==> src/ssa_defines.svh <==
// Constant definitions for the scanner status assembly block.
`ifndef SSA_DEFINES_SVH
`define SSA_DEFINES_SVH
`define SSA_ADDR_DEFAULT 6'h3F
`define SSA_ADDR_MAX 6'h3F
`define SSA_RESP_LEN 4'h8
`define SSA_COS_LEN 4'h1
`define SSA_RT_BASE_MS 80
`define SSA_RT_STEP_MS 40
`define SSA_MZ_ZONE1 2'h0
`define SSA_MZ_ZONE2 2'h1
`define SSA_MZ_BOTH 2'h2
`define SSA_FAULT_NONE 8'h00
`define SSA_RESERVED_BYTE 8'h00
`endif

==> src/ssa_pkg.sv <==
// Type definitions for the scanner status assembly block.
package ssa_pkg;
  typedef enum logic [1:0] {
    SSA_RATE_125K = 2'h0,
    SSA_RATE_250K = 2'h1,
    SSA_RATE_500K = 2'h2
  } ssa_rate_type;
  typedef enum logic [2:0] {
    SSA_REQ_NONE = 3'h0,
    SSA_REQ_POLL = 3'h1,
    SSA_REQ_STROBE = 3'h2,
    SSA_REQ_COS = 3'h3,
    SSA_REQ_EXPLICIT = 3'h4
  } ssa_req_type;
  typedef enum logic [2:0] {
    SSA_ST_IDLE = 3'h1,
    SSA_ST_SEND = 3'h2,
    SSA_ST_DONE = 3'h4
  } ssa_state_type;
endpackage

==> src/ssa_assembly.sv <==
// Status assembly framer: builds poll, strobe and change-of-state responses.
`timescale 1ns/1ps
`default_nettype none
`include "ssa_defines.svh"
module ssa_assembly (
  input wire logic sys_clk, // System clock, 20 MHz.
  input wire logic rst, // Synchronous reset, active high.
  input wire ssa_pkg::ssa_req_type req_kind, // Request kind from the master.
  input wire logic req_valid, // One-cycle request strobe.
  input wire logic cfg_addr_we, // Write strobe for the node address.
  input wire logic [5:0] cfg_addr, // Node address to configure.
  input wire logic cfg_rate_we, // Write strobe for the bit rate.
  input wire logic [1:0] cfg_rate, // Bit rate code to configure.
  input wire logic st_fault, // Fault state.
  input wire logic st_warn_intr, // Warning zone intrusion.
  input wire logic st_weak, // Weak signal.
  input wire logic st_ecc_en, // External contactor check enabled.
  input wire logic st_det_intr, // Detection zone intrusion or follow mode.
  input wire logic st_stop, // Machine stop.
  input wire logic st_run, // Machine run.
  input wire logic st_ilock, // Interlock.
  input wire logic st_wout_zone, // Warning output for the warning zone.
  input wire logic st_wout_weak, // Warning output for weak signal.
  input wire logic st_zone_set, // Detection zone set.
  input wire logic [1:0] st_multizone, // Multizone select code.
  input wire logic st_restart_mode, // Restart interlock mode.
  input wire logic st_start_mode, // Start interlock mode.
  input wire logic st_auto_mode, // Automatic start mode.
  input wire logic st_aux, // Auxiliary output.
  input wire logic [17:0] st_beams, // Bit 17 leftmost, 16..1 sectors 1..16, 0 rightmost.
  input wire logic [6:0] st_fault_code, // Displayed fault code.
  input wire logic [3:0] st_resp_code, // Response time code.
  output logic [5:0] node_addr, // Configured node address.
  output ssa_pkg::ssa_rate_type bit_rate, // Configured bit rate.
  output logic [7:0] tx_data, // Response byte.
  output logic tx_valid, // Response byte valid.
  output logic tx_last, // Last byte of the response.
  output logic expl_ack // Explicit message accepted.
);
  import ssa_pkg::*;

  ssa_state_type state_reg;
  logic [63:0] frame_reg;
  logic [3:0] len_reg;
  logic [3:0] cnt_reg;
  logic [7:0] fault_idx;
  logic [7:0] byte0;
  logic [7:0] byte1;
  logic [1:0] mz_code;
  logic [7:0] frame_bytes [0:7];

  always_ff @(posedge sys_clk) begin
    if (rst) begin
      node_addr <= `SSA_ADDR_DEFAULT;
    end else if (cfg_addr_we && cfg_addr <= `SSA_ADDR_MAX) begin
      node_addr <= cfg_addr;
    end
  end

  always_ff @(posedge sys_clk) begin
    if (rst) begin
      bit_rate <= SSA_RATE_125K;
    end else if (cfg_rate_we && cfg_rate <= 2'h2) begin
      bit_rate <= ssa_rate_type'(cfg_rate);
    end
  end

  // Fault display code to index; unknown codes become zero.
  always_comb begin
    case (st_fault_code)
      7'h1E: fault_idx = 8'h01;
      7'h20: fault_idx = 8'h02;
      7'h21: fault_idx = 8'h03;
      7'h22: fault_idx = 8'h04;
      7'h23: fault_idx = 8'h05;
      7'h28: fault_idx = 8'h06;
      7'h29: fault_idx = 8'h07;
      7'h2A: fault_idx = 8'h08;
      7'h2B: fault_idx = 8'h09;
      7'h32: fault_idx = 8'h0A;
      7'h3C: fault_idx = 8'h0B;
      7'h46: fault_idx = 8'h0C;
      7'h50: fault_idx = 8'h0D;
      7'h5A: fault_idx = 8'h0E;
      default: fault_idx = `SSA_FAULT_NONE;
    endcase
  end

  always_comb begin
    mz_code = (st_multizone > `SSA_MZ_BOTH) ? `SSA_MZ_ZONE1 : st_multizone;
    byte0 = {st_fault, st_warn_intr, st_weak, st_ecc_en,
             st_det_intr, st_stop, st_run, st_ilock};
    // Multizone takes bit 4 and borrows bit 3 for its high half when both zones are set.
    byte1 = {st_wout_zone, st_wout_weak, st_zone_set, mz_code[0],
             st_restart_mode | mz_code[1], st_start_mode, st_auto_mode, st_aux};
  end

  assign frame_bytes[0] = byte0;
  assign frame_bytes[1] = byte1;
  assign frame_bytes[2] = st_beams[17:10];
  assign frame_bytes[3] = st_beams[9:2];
  assign frame_bytes[4] = fault_idx;
  assign frame_bytes[5] = {4'h0, st_resp_code};
  assign frame_bytes[6] = `SSA_RESERVED_BYTE;
  assign frame_bytes[7] = `SSA_RESERVED_BYTE;

  logic req_frame;
  assign req_frame = req_valid && (req_kind == SSA_REQ_POLL || req_kind == SSA_REQ_STROBE
                     || req_kind == SSA_REQ_COS);

  always_ff @(posedge sys_clk) begin
    if (rst) begin
      state_reg <= SSA_ST_IDLE;
      frame_reg <= 64'h0000_0000_0000_0000;
      len_reg <= 4'h0;
      cnt_reg <= 4'h0;
    end else begin
      case (state_reg)
        SSA_ST_IDLE: begin
          if (req_frame) begin
            frame_reg <= {frame_bytes[7], frame_bytes[6], frame_bytes[5], frame_bytes[4],
                          frame_bytes[3], frame_bytes[2], frame_bytes[1], frame_bytes[0]};
            len_reg <= (req_kind == SSA_REQ_COS) ? `SSA_COS_LEN : `SSA_RESP_LEN;
            cnt_reg <= 4'h0;
            state_reg <= SSA_ST_SEND;
          end
        end
        SSA_ST_SEND: begin
          frame_reg <= {8'h00, frame_reg[63:8]};
          cnt_reg <= cnt_reg + 4'h1;
          if (cnt_reg + 4'h1 == len_reg) begin
            state_reg <= SSA_ST_DONE;
          end
        end
        SSA_ST_DONE: begin
          state_reg <= SSA_ST_IDLE;
        end
        default: begin
          state_reg <= SSA_ST_IDLE;
        end
      endcase
    end
  end

  always_ff @(posedge sys_clk) begin
    if (rst) begin
      tx_data <= 8'h00;
      tx_valid <= 1'b0;
      tx_last <= 1'b0;
    end else begin
      tx_valid <= (state_reg == SSA_ST_SEND);
      tx_data <= (state_reg == SSA_ST_SEND) ? frame_reg[7:0] : 8'h00;
      tx_last <= (state_reg == SSA_ST_SEND) && (cnt_reg + 4'h1 == len_reg);
    end
  end

  always_ff @(posedge sys_clk) begin
    if (rst) begin
      expl_ack <= 1'b0;
    end else begin
      expl_ack <= req_valid && req_kind == SSA_REQ_EXPLICIT;
    end
  end
endmodule
`default_nettype wire

==> config.mk <==
export PLATFORM = sky130hd
export DESIGN_NAME = ssa_assembly
export DESIGN_NICKNAME = d
export VERILOG_FILES = /design/src/ssa_pkg.sv /design/src/ssa_assembly.sv
export VERILOG_INCLUDE_DIRS = /design/src /design/src/src
export SDC_FILE = /design/constraint.sdc
export NUM_CORES = 1
export LEC_CHECK = 0
export BUFFER_PORTS_ARGS = -buffer_cell sky130_fd_sc_hd__buf_2
export CORE_UTILIZATION = 34
export CTS_CLUSTER_SIZE = 30
export DETAILED_ROUTE_END_ITERATION = 6
export PLACE_DENSITY_LB_ADDON = 0.05
export SYNTH_ARGS = -nofsm -noshare
export SYNTH_HDL_FRONTEND = slang
export SYNTH_SLANG_ARGS = --single-unit
==> constraint.sdc <==
create_clock -name sys_clk -period 3.2 [get_ports sys_clk]
set_input_delay 0 -clock sys_clk [delete_from_list [all_inputs] [get_ports sys_clk]]
set_output_delay 0 -clock sys_clk [all_outputs]
set_load 0.01 [all_outputs]
Word-level counts from Yosys, hierarchy flattened

Cells that the tools add are included.

Add/subtract/negate cells: 1
$lt $le $gt $ge: 3
Equal/unequal tests: 23
Mux-type cells: 10
Bitwise operators: 2
Reduce and logical (&&, ||, !) cells: 12

Operators with widths:

| operator            | number |
|---|---|
| $pmux 64 s2         | 1 |
| $eq 7x6->1 const B  | 10 |
| $mux 64             | 1 |
| $pmux 4 s14         | 1 |
| $eq 7x7->1 const B  | 3 |
| $eq 3x2->1 const B  | 3 |
| $mux 4              | 2 |
| $pmux 4 s2          | 1 |
| $eq 7x5->1 const B  | 1 |
| $eq 3x1->1 const B  | 2 |
| $le 6x6->1 const B  | 1 |
| $mux 3              | 2 |
| $pmux 3 s2          | 1 |
| $reduce_and 2->1    | 3 |
| $logic_and 1x1->1   | 5 |
| $add 4x1->4 const B | 1 |
| $eq 4x4->1          | 1 |
| $ne 2x2->1 const B  | 2 |
| $eq 3x3->1 const B  | 1 |
| $gt 2x2->1 const B  | 1 |
| $le 2x2->1 const B  | 1 |
| $logic_or 1x1->1    | 2 |
| $mux 2              | 1 |
| $reduce_bool 2->1   | 1 |
| 3 further kinds     | 3 |

Flip-flop bits (word level): 94
Input port bits: 62
Output and inout bits: 19
Logic and storage cells: 61

Longest topological paths before layout

Word-level depth: 6
Mapped depth: 7
Depth with buffers taken out: 4

Worst setup path before layout

Ideal clock, no wire load.

Path kind: register to register
Start point: register state_reg[1]
End point: register frame_reg[19]
Library setup time: 144 ps
Arrival: 1,377 ps
Required time: 3,056 ps
Slack: 1,679 ps
Stages on the path, launching flop included: 7
Path buffers: 2
Clock period less this slack: 1,521 ps
Cells stage by stage: dfxtp_1 -> nand4bb_2 -> or3_1 -> buf_2 -> buf_6 -> nor2_1 -> nor4_2

Word-level cells in the longest chain between the ends: 3
Elaborated cells between the ends (all ways): 6
Those cells by class: 3 x eq/ne; 1 x mux; 2 x reduce/logical

RTL lines:

| item                                                             | line                | source |
|---|---|---|
| from (decl)                                                      | ssa_assembly.sv:42  | `ssa_state_type state_reg;` |
| from (signal assigned)                                           | ssa_assembly.sv:113 | `state_reg <= SSA_ST_IDLE;` |
| from (signal assigned)                                           | ssa_assembly.sv:125 | `state_reg <= SSA_ST_SEND;` |
| from (signal assigned)                                           | ssa_assembly.sv:132 | `state_reg <= SSA_ST_DONE;` |
| $eq 3x1->1 or $eq 3x2->1 (tied branches)                         | ssa_assembly.sv:118 | `case (state_reg)` |
| $ne 2x2->1 (no source line) or $reduce_bool 2->1 (tied branches) | n/a                 |  |
| $reduce_and 2->1 (no source line)                                | n/a                 |  |
| to (signal assigned)                                             | ssa_assembly.sv:121 | `frame_reg <= {frame_bytes[7], frame_bytes[6], frame_bytes[5], frame_bytes[4],` |
| to (signal assigned)                                             | ssa_assembly.sv:129 | `frame_reg <= {8'h00, frame_reg[63:8]};` |
| to (decl)                                                        | ssa_assembly.sv:43  | `logic [63:0] frame_reg;` |

Several ways; a longest one is shown, not always the timed one.
A chain may end at the register's enable or synchronous reset.

Worst setup path after layout

Start point: input port req_kind[1]
End point: register frame_reg[27]

Word-level cells in the longest chain between the ends: 6
Elaborated cells between the ends (all ways): 8
Those cells by class: 4 x eq/ne; 4 x reduce/logical

RTL lines:

| item                                     | line                | source |
|---|---|---|
| from (decl)                              | ssa_assembly.sv:8   | `input wire ssa_pkg::ssa_req_type req_kind,` |
| $eq 3x1->1 or $eq 3x2->1 (tied branches) | ssa_assembly.sv:108 | `assign req_frame = req_valid && (req_kind == SSA_REQ_POLL \|\| req_kind == SSA_REQ_STROBE` |
| $logic_or 1x1->1                         | ssa_assembly.sv:108 |  |
| $logic_or 1x1->1 (*)                     | ssa_assembly.sv:109 | `\|\| req_kind == SSA_REQ_COS);` |
| $logic_and 1x1->1 (*)                    | ssa_assembly.sv:108 |  |
| $ne 2x2->1 (no source line) (*)          | n/a                 |  |
| $reduce_and 2->1 (no source line) (*)    | n/a                 |  |

Mark *: on every way between the ends. The rest lies on a longest branch, timed or not.

==> impl_metrics.csv <==
group,metric,value,unit
sta,max_freq,0.459,GHz
critical_path,worstPathCellList,"dlygate4sd3_1, buf_2, nor2_2, or3_1, buf_4, nor2_1, nor4_2",
critical_path,crit_path_top_delay_cell,"or3_1",
placed_design,gp_congestion,0.751,
die,die-area,0.00927,mm²
placed_design,pre_cts_slack,1.06,ns
final_layout,seq_area,0.00136,mm²
grt,gr-total-overflow,0,
critical_path,critPathCaptureType,"register",
pwr,power_frac_seq,48.4,%
grt,global_route_wire_length_before_repair,11400,µm
yosys,synth_seq_cells,68,
yosys,async_reset_ff_share,0,%
die,ioPinCount,81,
yosys,synth-edff-count,0,
cts,cts_root_buf,"clkbuf_8",
critical_path,crit_required,3.45,ns
pwr,leakagePower,1.72,nW
die,fp.dieH,96.3,µm
route,detailed_route_vias_per_instance,4.69,
min_path,min-delay-path-class,"in2reg",
route,dr_total_vias,2684,
yosys,syn-instance-count,343,
pwr,vdd.ir_drop.worst,0.162,mV
critical_path,setup.worst_path.start_class,"input port",
pwr,power_density,455,mW/mm²
sta,sum_of_negative_setup_slack,0,ns
cts,cts_tree,"done",
cts,clk_latency,0.34,ns
status,run_status,"complete, no violations",
yosys,synth_area_leader_cell,"dfxtp_1",
die,coreArea,0.00868,mm²
yosys,synth.yosys.seq_area_share,45.0,%
flow_run,maxCapViolCount,0,
sta,report.final.hold_viol_count,0,
sta,fin_skew,0.00855,ns
grt,number_of_global_route_vias_before_repair,2435,
final_layout,finish.net_count,523,
route,first_drt_iteration_drcs,81,
grt,antenna_found_initial,0,
critical_path,startpoint,"req_kind[1]",
placed_design,port_buffers,78,
die,row_count,34,
yosys,dominantRegCellSynth,"dfxtp_1",
die,initial_core_util,34.8,%
route,antenna_violating_nets_post_route,0,
placed_design,place.detailed.hpwl,4530,µm
final_layout,areaGrowthSynthToFinish,36.0,%
pwr,sw_frac_of_total,23.4,%
final_layout,layout-drive-gt1-share,26.7,%
route,remaining_drc_errors,0,
cts,path_clk_slew,0.07,ns
sta,finalSetupViolations,0,
critical_path,critical_path_peak_fanout,28,
min_path,hold_path_startpoint,"st_zone_set",
pwr,power_switching,0.000438,W
sta,final_slew_violations,0,
cts,numClockSinks,68,
pwr,clock_power_share,38.7,%
critical_path,cp_data_arrival_time,2.43,ns
sta,finalCriticalPeriod,2.18,ns
yosys,post_synth_instance_area,0.00302,mm²
critical_path,critical_path.max_stage_delay,0.83,ns
sta,worst_case_headroom_to_the_max_slew_limit,33.2,%
final_layout,number_of_flip_flops_in_the_largest_register,40,
route,drtPass1Iterations,5,
yosys,synth.top_cell.area_share,45.0,%
yosys,synthesis.nets,406,
final_layout,fillers,883,
critical_path,crit_type,"in2reg",
cts,tritoncts_buffers,9,
route,total_wire_length_after_detailed_routing,7110,µm
cts,cts_max_path_buffers,2,
die,die_w,96.3,µm
sta,tightest_slew,1.00,ns
sta,post_route_fraction_of_the_period_consumed_by_the_critical_path,68.1,%
final_layout,multiInputGateArea,0.00149,mm²
yosys,syn-mean-instance-area,8.81,µm²
sta,post-route-worst-setup-slack,1.02,ns
cts,cts_htree_levels,3,
grt,pin_count_of_the_biggest_net_entering_global_routing,46,
critical_path,worst_r2r_startpoint,"state_reg[1]",
yosys,leading_post_synthesis_cells_by_cell_area,"dfxtp_1 (45%), nor2_1 (11%), nor4_2 (8.3%)",
sta,setup_repair_after_global_routing_missed_its_margin,"false",
route,avgRoutedWirePerCell,12.4,µm
yosys,synth.lib_cells_used.distinct,51,
pwr,combinational_cell_fraction_of_total_power,12.8,%
yosys,yosys_warnings,0,
final_layout,n_antenna_cell,0,
pwr,p_int,0.00143,W
grt,global_route.usage.total,16.2,%
==> through the flow <==
| stage | cell area [µm²] | total power (W) | hold slack [ns] | utilization (%) | cells |
|---|---|---|---|---|---|
| after floorplan | 3020 | 0.00106 | 0.109 | - | 343 |
| final | 4110 | 0.00187 | 0.00362 | 47.4 | 572 |
| after global routing | 4110 | 0.00196 | 0.0373 | 47.4 | 572 |
| after global placement | 3430 | 0.00112 | 0.200 | 39.5 | 509 |
| after detailed placement | 3430 | 0.00112 | 0.206 | 39.5 | 509 |
| after CTS | 4110 | 0.00189 | 0.00332 | 47.4 | 572 |
==> power groups by stage <==
stage,clock (W),sequential [W],combinational [W]
after CTS,0.000742,0.000905,0.000243
final,0.000723,0.000905,0.000240
after floorplan,0,0.000924,0.000131
after global routing,0.000784,0.000910,0.000271
after detailed placement,0,0.000924,0.000198
after global placement,0,0.000923,0.000196
==> Yosys cell counts, drive strengths merged, types with 2 or more instances <==
library cell and instances:
a31oi 3, nand2 23, nand4bb 2, xor2 2
nor3b 2, nor2 91, nor2b 9, a21oi 15
a211oi 2, nand2b 3, and3 2, o22ai 5
or4b 3, o21ai 3, nand3b 5, inv 4
and2 8, a311oi 2, nand3 3, a22oi 3
o31ai 3, buf 16, xnor2 3, nor4 26
nor3 6, or3b 3, dfxtp 68, clkbuf 9
a211o 7
==> layout make-up <==
class / instances / area share (%)
inverter: 4 / 0.365
multi-input combinational: 246 / 36.2
tap: 108 / 3.29
clock buffer: 14 / 4.20
sequential: 68 / 33.1
timing repair buffer: 131 / 22.1
clock inverter: 1 / 0.731
==> critical path: cells and delay by family <==
kind / cells / cell delay, ns
buffers and inverters: 3 / 0.99
and+or+nand+nor: 4 / 1.44
==> final timing paths <==
kind	to	slack, ns	cells past startpoint
worst max-delay path	frame_reg[27]	1.02	7
worst min-delay path	frame_reg[13]	0.004	3
worst max register to register	frame_reg[27]	1.09	5
worst min register to register	tx_data[0]	0.46	1
==> kinds of logic after synthesis <==
kind of cell	after synthesis	synth area share (%)
compound gates	47	10.8
xor+xnor	5	1.45
fa+ha+maj	1	0.414
buf+inv	29	5.75
flops	68	45.0
simple gates	193	36.5
==> layout by cell type (no fill, tap or decap), types with 5 or more instances in the layout <==
master,netlist,layout
a21oi_1,15,15
nor4_2,20,20
clkbuf_8,0,12
nor2_1,89,89
nor4_1,6,6
dfxtp_1,68,68
o22ai_1,5,5
and2_1,8,8
nand3b_1,5,5
nand2_1,23,23
dlygate4sd3_1,0,48
a211o_1,7,7
buf_4,2,5
nor2b_1,9,9
buf_2,4,78
nor3_1,5,5
==> routing by layer <==
layer	vias to the layer above	share of wire [%]	GRT usage (%)
met2	60	45	26.4
met4	0	1.3	5.51
li1	1420	-	-
met5	-	0	0
met1	1195	49	20.6
met3	9	4.6	4.58
==> what timing repair did <==
| action | CTS | global route |
|---|---|---|
| setup buffers | 0 | 0 |
| resized for setup | 0 | 0 |
| endpoints found under the hold margin | 45 | 0 |
| hold buffers | 48 | 0 |
Power figures use the tool's default switching activity.
